[config.mk]
export PLATFORM = sky130hd
export DESIGN_NAME = cfs_top
export DESIGN_NICKNAME = d
export VERILOG_FILES = /design/src/core/cfs_pkg.sv /design/src/core/cfs_flag.sv /design/src/core/cfs_top.sv
export SDC_FILE = /design/constraint.sdc
export NUM_CORES = 1
export LEC_CHECK = 0
export BUFFER_PORTS_ARGS = -buffer_cell sky130_fd_sc_hd__buf_2
export CORE_MARGIN = 2
export CORE_UTILIZATION = 55
export CTS_CLUSTER_DIAMETER = 200
export DETAILED_ROUTE_END_ITERATION = 10
export PLACE_DENSITY_LB_ADDON = 0.05
export REMOVE_ABC_BUFFERS = 1
export SLEW_MARGIN = 20
export SYNTH_ARGS = -nofsm -noshare
export SYNTH_HDL_FRONTEND = slang
export SYNTH_SLANG_ARGS = --single-unit
[constraint.sdc]
create_clock -name clk_i -period 2.13 [get_ports clk_i]
set_input_delay 0.426 -clock clk_i [delete_from_list [all_inputs] [get_ports clk_i]]
set_output_delay 0.426 -clock clk_i [all_outputs]
set_load 0.01 [all_outputs]
[src/core/cfs_pkg.sv]
package cfs_pkg;

	localparam int ADDR_W = 8;
	localparam int DATA_W = 32;

	// register offsets (byte addresses on the plain port)
	localparam logic [7:0] OFS_HARD = 8'h00;
	localparam logic [7:0] OFS_MEM = 8'h04;
	localparam logic [7:0] OFS_BUS = 8'h08;
	localparam logic [7:0] OFS_USAGE = 8'h0c;
	localparam logic [7:0] OFS_ADDR = 8'h10;
	localparam logic [7:0] OFS_PEND = 8'h14;
	localparam logic [7:0] OFS_MASK = 8'h18;

	// hard fault status fields
	localparam int HF_VECT = 1;
	localparam int HF_ESC = 30;
	// memory management fields
	localparam int MM_IACC = 0;
	localparam int MM_DACC = 1;
	localparam int MM_UNSTK = 3;
	localparam int MM_STK = 4;
	// bus fault fields
	localparam int BF_PREF = 0;
	localparam int BF_EXACT = 1;
	localparam int BF_INEXACT = 2;
	localparam int BF_UNSTK = 3;
	localparam int BF_STK = 4;
	localparam int BF_VALID = 7;
	// usage fault fields
	localparam int UF_UNDEF = 0;
	localparam int UF_STATE = 1;
	localparam int UF_RET = 2;
	localparam int UF_NO_COPROCESSOR_FLAG = 3;
	localparam int UF_UNAL = 8;
	localparam int UF_DIV = 9;
	// pending/mask fields (one per fault class)
	localparam int PF_HARD = 0;
	localparam int PF_MEM = 1;
	localparam int PF_BUS = 2;
	localparam int PF_USAGE = 3;

	localparam logic [31:0] RST_FLAGS = 32'h0000_0000;
	localparam logic [31:0] RST_ADDR = 32'h0000_0000;
	localparam logic [3:0] RST_MASK = 4'h0;

	// fault event reports from the core paths
	typedef struct packed {
		logic fetch_err;      // bus error on instruction prefetch
		logic vector_err;     // bus error on vector table read
		logic data_exact_err; // precise data bus error
		logic data_inexact_err;
		logic stack_err;      // bus error while stacking
		logic unstack_err;    // bus error while unstacking
		logic [31:0] data_addr; // address requested by the instruction
	} cfs_bus_ev_t;

	typedef struct packed {
		logic priv_instr; // protection mismatch on instruction access
		logic priv_data;
		logic priv_stack;
		logic priv_unstack;
		logic no_exec;    // fetch from no_execute_attribute region
		logic coproc;
		logic undef_op;
		logic bad_state;
		logic bad_return;
		logic unaligned;
		logic div_zero;
	} cfs_core_ev_t;

	typedef struct packed {
		logic [ADDR_W-1:0] addr;
		logic [DATA_W-1:0] wdata;
		logic wr;
		logic rd;
	} cfs_reg_req_t;

	typedef enum logic [1:0] {
		CFS_NONE = 2'b00,
		CFS_MEM = 2'b01,
		CFS_BUS = 2'b11,
		CFS_USAGE = 2'b10
	} cfs_class_t;

endpackage

[src/core/cfs_flag.sv]
`timescale 1ns/100ps
// sticky write-one-to-clear flag bank; a set in the clear cycle wins
module cfs_flag #(
	parameter int W = 32,
	parameter logic [31:0] RST = 32'h0000_0000
) (
	input wire logic clk_i,
	input wire logic rst_i,
	input wire logic [W-1:0] set_i,
	input wire logic [W-1:0] clr_i,
	output logic [W-1:0] flag_o
);
	logic [W-1:0] flag_q;

	always_ff @(posedge clk_i) begin
		if (rst_i) begin
			flag_q <= RST[W-1:0];
		end else begin
			flag_q <= (flag_q & ~clr_i) | set_i; // [RULE13]
		end
	end

	assign flag_o = flag_q;
endmodule

[src/core/cfs_top.sv]
// The implementer's own choices: the placing of the registers and strobed register access.
`timescale 1ns/100ps
// Overview of operation
// [RULE1] bus errors on fetch, vector, data fault
// [RULE2] vector read error: hard fault, vector flag
// [RULE3] escalated configurable fault sets escalation flag
// [RULE4] protection mismatches: memory fault, four flags
// [RULE5] no-execute fetch flags instruction violation always
// [RULE6] five bus error kinds, own flags
// [RULE7] coprocessor and undefined opcode usage faults
// [RULE8] bad instruction set state: usage fault
// [RULE9] bad return, unaligned, divide zero flags
// [RULE10] address register valid while valid flag set
// [RULE11] unaligned fault records requested address
// [RULE12] bus status shows cause and validity
// [RULE13] flags sticky until software writes one
module cfs_top (
	input wire logic clk_i,
	input wire logic rst_i,
	input wire cfs_pkg::cfs_bus_ev_t bus_ev_i,
	input wire cfs_pkg::cfs_core_ev_t core_ev_i,
	input wire logic [3:0] fault_enable_i,
	input wire logic mpu_enable_i,
	input wire cfs_pkg::cfs_reg_req_t req_i,
	output logic [31:0] rdata_o,
	output logic hard_fault_o,
	output logic [2:0] fault_take_o,
	output logic irq_o
);
	// fault_enable_i: bit 0 mem, 1 bus, 2 usage handler enabled
	logic [31:0] hard_set, mem_set, bus_set, usage_set;
	logic [31:0] hard_clr, mem_clr, bus_clr, usage_clr;
	logic [31:0] hard_q, mem_q, bus_q, usage_q;
	logic [31:0] fault_addr_q;
	logic [31:0] rdata_q;
	logic [3:0] pend_q, mask_q, pend_set;
	logic mem_ev, bus_ev, usage_ev, escalate, addr_capture;
	logic hard_fault_q;
	logic [2:0] take_q;
	cfs_pkg::cfs_class_t class_d;

	function automatic logic hit(input cfs_pkg::cfs_reg_req_t r,
		input logic [7:0] ofs);
		hit = r.wr && (r.addr == ofs);
	endfunction

	function automatic logic [31:0] w1c(input cfs_pkg::cfs_reg_req_t r,
		input logic [7:0] ofs);
		w1c = hit(r, ofs) ? r.wdata : 32'h0000_0000;
	endfunction

	// event classification
	always_comb begin
		mem_set = '0;
		bus_set = '0;
		usage_set = '0;
		hard_set = '0;
		// [RULE5] no-execute checked regardless of mpu_enable_i
		mem_set[cfs_pkg::MM_IACC] = (core_ev_i.priv_instr && mpu_enable_i)
			|| core_ev_i.no_exec; // [RULE4] [RULE5]
		mem_set[cfs_pkg::MM_DACC] = core_ev_i.priv_data && mpu_enable_i;
		mem_set[cfs_pkg::MM_STK] = core_ev_i.priv_stack && mpu_enable_i;
		mem_set[cfs_pkg::MM_UNSTK] = core_ev_i.priv_unstack && mpu_enable_i;
		bus_set[cfs_pkg::BF_PREF] = bus_ev_i.fetch_err; // [RULE1] [RULE6]
		bus_set[cfs_pkg::BF_EXACT] = bus_ev_i.data_exact_err; // [RULE6]
		bus_set[cfs_pkg::BF_INEXACT] = bus_ev_i.data_inexact_err; // [RULE6]
		bus_set[cfs_pkg::BF_STK] = bus_ev_i.stack_err; // [RULE6]
		bus_set[cfs_pkg::BF_UNSTK] = bus_ev_i.unstack_err; // [RULE6]
		// address is known only for a precise data error
		bus_set[cfs_pkg::BF_VALID] = bus_ev_i.data_exact_err; // [RULE12]
		usage_set[cfs_pkg::UF_NO_COPROCESSOR_FLAG] = core_ev_i.coproc; // [RULE7]
		usage_set[cfs_pkg::UF_UNDEF] = core_ev_i.undef_op; // [RULE7]
		usage_set[cfs_pkg::UF_STATE] = core_ev_i.bad_state; // [RULE8]
		usage_set[cfs_pkg::UF_RET] = core_ev_i.bad_return; // [RULE9]
		usage_set[cfs_pkg::UF_UNAL] = core_ev_i.unaligned; // [RULE9]
		usage_set[cfs_pkg::UF_DIV] = core_ev_i.div_zero; // [RULE9]
		mem_ev = |mem_set;
		bus_ev = |bus_set;
		usage_ev = |usage_set;
		// disabled configurable handler escalates to hard fault
		escalate = (mem_ev && !fault_enable_i[0])
			|| (bus_ev && !fault_enable_i[1])
			|| (usage_ev && !fault_enable_i[2]); // [RULE3]
		hard_set[cfs_pkg::HF_VECT] = bus_ev_i.vector_err; // [RULE1] [RULE2]
		hard_set[cfs_pkg::HF_ESC] = escalate; // [RULE3]
	end

	// priority: bus over memory over usage when several arrive at once
	always_comb begin
		if (bus_ev) begin
			class_d = cfs_pkg::CFS_BUS;
		end else if (mem_ev) begin
			class_d = cfs_pkg::CFS_MEM;
		end else if (usage_ev) begin
			class_d = cfs_pkg::CFS_USAGE;
		end else begin
			class_d = cfs_pkg::CFS_NONE;
		end
	end

	assign hard_clr = w1c(req_i, cfs_pkg::OFS_HARD);
	assign mem_clr = w1c(req_i, cfs_pkg::OFS_MEM);
	assign bus_clr = w1c(req_i, cfs_pkg::OFS_BUS);
	assign usage_clr = w1c(req_i, cfs_pkg::OFS_USAGE);

	cfs_flag #(.W(32), .RST(cfs_pkg::RST_FLAGS)) u_hard (
		.clk_i(clk_i), .rst_i(rst_i), .set_i(hard_set),
		.clr_i(hard_clr), .flag_o(hard_q));
	cfs_flag #(.W(32), .RST(cfs_pkg::RST_FLAGS)) u_mem (
		.clk_i(clk_i), .rst_i(rst_i), .set_i(mem_set),
		.clr_i(mem_clr), .flag_o(mem_q));
	cfs_flag #(.W(32), .RST(cfs_pkg::RST_FLAGS)) u_bus (
		.clk_i(clk_i), .rst_i(rst_i), .set_i(bus_set),
		.clr_i(bus_clr), .flag_o(bus_q));
	cfs_flag #(.W(32), .RST(cfs_pkg::RST_FLAGS)) u_usage (
		.clk_i(clk_i), .rst_i(rst_i), .set_i(usage_set),
		.clr_i(usage_clr), .flag_o(usage_q));

	// first captured address kept by later captures while valid stays set; a software write still replaces it
	assign addr_capture = bus_ev_i.data_exact_err
		&& !(bus_q[cfs_pkg::BF_VALID] && !bus_clr[cfs_pkg::BF_VALID]);

	always_ff @(posedge clk_i) begin
		if (rst_i) begin
			fault_addr_q <= cfs_pkg::RST_ADDR;
		end else if (addr_capture) begin
			// requested address, not the split beat that failed
			fault_addr_q <= bus_ev_i.data_addr; // [RULE10] [RULE11]
		end else if (hit(req_i, cfs_pkg::OFS_ADDR)) begin
			fault_addr_q <= req_i.wdata;
		end
	end

	// fault outputs toward the exception logic
	always_ff @(posedge clk_i) begin
		if (rst_i) begin
			hard_fault_q <= 1'b0;
			take_q <= 3'b000;
		end else begin
			hard_fault_q <= |hard_set; // [RULE2] [RULE3]
			// one class taken per cycle; a lower one keeps its flags
			take_q[0] <= (class_d == cfs_pkg::CFS_MEM)
				&& fault_enable_i[0]; // [RULE4]
			take_q[1] <= (class_d == cfs_pkg::CFS_BUS)
				&& fault_enable_i[1]; // [RULE1]
			take_q[2] <= (class_d == cfs_pkg::CFS_USAGE)
				&& fault_enable_i[2]; // [RULE7]
		end
	end

	assign hard_fault_o = hard_fault_q;
	assign fault_take_o = take_q;

	// interrupt status: read clears, set wins over the read
	always_comb begin
		pend_set = 4'h0;
		pend_set[cfs_pkg::PF_HARD] = |hard_set;
		pend_set[cfs_pkg::PF_MEM] = mem_ev;
		pend_set[cfs_pkg::PF_BUS] = bus_ev;
		pend_set[cfs_pkg::PF_USAGE] = usage_ev;
	end

	always_ff @(posedge clk_i) begin
		if (rst_i) begin
			pend_q <= 4'h0;
		end else if (req_i.rd && req_i.addr == cfs_pkg::OFS_PEND) begin
			pend_q <= pend_set;
		end else begin
			pend_q <= pend_q | pend_set;
		end
	end

	always_ff @(posedge clk_i) begin
		if (rst_i) begin
			mask_q <= cfs_pkg::RST_MASK;
		end else if (hit(req_i, cfs_pkg::OFS_MASK)) begin
			mask_q <= req_i.wdata[3:0];
		end
	end

	assign irq_o = |(pend_q & mask_q);

	// register read port, data one cycle after strobe
	always_ff @(posedge clk_i) begin
		if (rst_i) begin
			rdata_q <= 32'h0000_0000;
		end else if (req_i.rd) begin
			unique case (req_i.addr)
				cfs_pkg::OFS_HARD: rdata_q <= hard_q;
				cfs_pkg::OFS_MEM: rdata_q <= mem_q;
				cfs_pkg::OFS_BUS: rdata_q <= bus_q; // [RULE12]
				cfs_pkg::OFS_USAGE: rdata_q <= usage_q;
				cfs_pkg::OFS_ADDR: rdata_q <= fault_addr_q; // [RULE10]
				cfs_pkg::OFS_PEND: rdata_q <= {28'h0000000, pend_q};
				cfs_pkg::OFS_MASK: rdata_q <= {28'h0000000, mask_q};
				default: rdata_q <= 32'h0000_0000;
			endcase
		end else begin
			rdata_q <= 32'h0000_0000;
		end
	end

	assign rdata_o = rdata_q;
endmodule

==> impl_results.md <==
- Max-Cap Viols: 0
- Number of synthesized flops with an enable pin: 0
- Final Util: 67.1%
- Fraction of layout cells with a size suffix above 1: 32.8%
- CTS Sinks: 204
- Multi-input gate area: approximately 0.0045 mm²
- Setup Buffers After CTS: 0
- Die ar.: 0.0172 mm²
- Crit path required time: 1.70 ns
- Die Y: 131 µm
- CP Max Fanout: 3
- CTS tree: done
- Leak Pwr: 4.13 nW
- Via count: 7,124
- Endpoints failing hold: 0
- # diodes: 0
- Slew Viols, Final: 0
- First-pass GRT wire length: roughly 37,000 µm
- Placed insts: 1,240
- Iter 0 DRT Violations: approximately 450
- RSZ-0062 raised after global routing: false
- Register Area: slightly above 0.004 mm²
- Synth Flop Type: dfxtp_1
- Critical path class: reg2out
- Main area contributors after synthesis: dfxtp_1 46%, a21oi_1 8.3%, nand2b_1 7.9%
- Max Fclk: approximately 600 MHz
- Io pins: roughly 140
- Vias in the first global route: about 7,000
- Share of the synthesized area in the top cell type: ~46%
- DRT Pass-1 Iters: 6
- Post-Syn Area: 0.00891 mm²
- Antenna-violating nets left: 0
- Tcrit/Tclk final: 78.0%
- Worst EP arrival: 1.24 ns
- Pwr/cell area: 774 mW/mm²
- Synth warnings: 0
- Flops & latches, synth: 204
- Final hold slack: around 0.15 ns
- Clock H-tree levels: 1
- Clock latency on the worst-skew pair: 0.50 ns
- Via/cell ratio: 5.57
- Port Buf Inserts: 133
- Crit start category: register
- Post-DP HPWL: ~14,000 µm
- Worst hold path class: in2reg
- Fillers: 1,360
- Avg Cell Area, Syn: 9.66 µm²
- Total track usage: a little over a quarter
- Async SR Flop Fraction: 0%
- Worst-Margin Slew: roughly 0.60 ns
- Root Buffer: clkbuf_16
- Reg clk slew, reported paths: 0.06 ns
- Most frequent cells in the layout: 204 x dfxtp_1, 147 x a21oi_1, 132 x buf_2
- Total power: 8.25 mW
- Critical Path End Type: output port
- Final setup vio count: 0
- Starting Density: 56.1%
- Distinct cells, synth: 46
- Cell taking the most area after synthesis: dfxtp_1
- Fin area: 0.0107 mm²
- Die width: 131 µm
- Max VDD drop: 0.000559 V
- DRC viols: 0
- Setup Skew: 0.00743 ns
- TritonCTS buffer count: 22
- Layout Nets: 1,146
- Mapped Cells: 922
- Status: completed
- Wire per inst: 17.9 µm
- DP Area: 0.00998 mm²
- Relative slew slack: 59.9%
- Clock buffer depth: 3
- Site row count: 46
- Core box area: 0.0159 mm²
- Area Overhead vs Synth: 19.7%
- Placer Congestion: 0.808
- Commonest non-fill, non-tap cell in the layout: dfxtp_1
- Minimum clock period: 1.66 ns
- Largest net degree at the start of global routing: 146
- Hold Buf Count CTS: 0
- Non-Filler Instances: 1,279
- Sequential share of the synthesized area: between 40% and 50%
- Initial antenna violation count: 1
- Total Wirelength: 22,900 µm
- Cts repair resizes: 0
- Grt ovf: 0
layer usage:
metal	track usage [%]	wire length [µm]
met4	5.31	369
met1	37.0	10600
met3	3.86	1180
met2	43.3	10700
met5	0	0
logic make-up (layout without fill, tap and decap cells):
group           after synthesis  in the layout  share of synthesized area [%]
mux                          64             64                           7.98
buf+inv                      81            222                           4.41
compound gates              257            257                           21.7
flops                       204            204                           45.8
simple gates                316            316                           20.1
sequential cells by signal, summed over array words and instances, names as in the netlist:
| signal | flops |
|---|---|
| fault_addr_q | 32 |
| rdata_o | 32 |
| u_bus.flag_o | 32 |
| u_hard.flag_o | 32 |
| u_mem.flag_o | 32 |
| u_usage.flag_o | 32 |
| mask_q | 4 |
| pend_q | 4 |
| fault_take_o | 3 |
| hard_fault_o | 1 |
area by class of cell:
cell class	instances	share of cell area (%)
Clock buffer	32	5.90
Clock inverter	7	0.563
Inverter	7	0.246
Multi-Input combinational cell	637	41.8
Sequential cell	204	38.3
Tap cell	216	2.53
Timing Repair Buffer	176	10.7
worst max-delay path, cell delays in order (launching register included):
cell and delay [ns]:
dfxtp_1 0.33, a22oi_1 0.18, nand2_1 0.09, buf_2 0.14
synthesized netlist by cell type, types with 4 or more instances:
cell type,instances
nand2b_1,112
and3_1,4
dfxtp_1,204
nand2_1,100
a21bo_2,5
a21oi_1,147
nor2_1,25
a311oi_2,30
nor4_1,4
nor3b_1,33
mux2i_1,8
nand3b_1,7
clkbuf_1,43
buf_4,4
buf_2,17
mux2_2,56
inv_1,7
nand4_1,11
a22oi_2,20
o21ai_0,5
a22oi_1,14
a22o_1,4
a21oi_2,20
buf_6,7
final timing paths:
check | endpoint | slack (ns) | cells after the start | start
max | irq_o | 0.47 | 3 | pend_q[1]
min | u_usage.flag_o[3] | 0.15 | 3 | core_ev_i[5]
max reg2reg | fault_addr_q[16] | 0.75 | 5 | u_bus.flag_o[7]
min reg2reg | u_mem.flag_o[31] | 0.45 | 2 | u_mem.flag_o[31]
where the power goes:
group          leakage (nW)  internal, mW  switching, mW
sequential             1.66          3.90         0.0423
clock                 0.344          2.17           1.53
combinational          2.13         0.279          0.340
total                  4.13          6.34           1.91
metrics by stage:
step | setup TNS [ns] | setup WS (ns)
after floorplan | -56.26 | -0.819
after global placement | 0 | 0.123
after detailed placement | 0 | 0.115
after CTS | 0 | 0.469
after global routing | 0 | 0.357
final | 0 | 0.468
(Power assumes the default switching activity.)
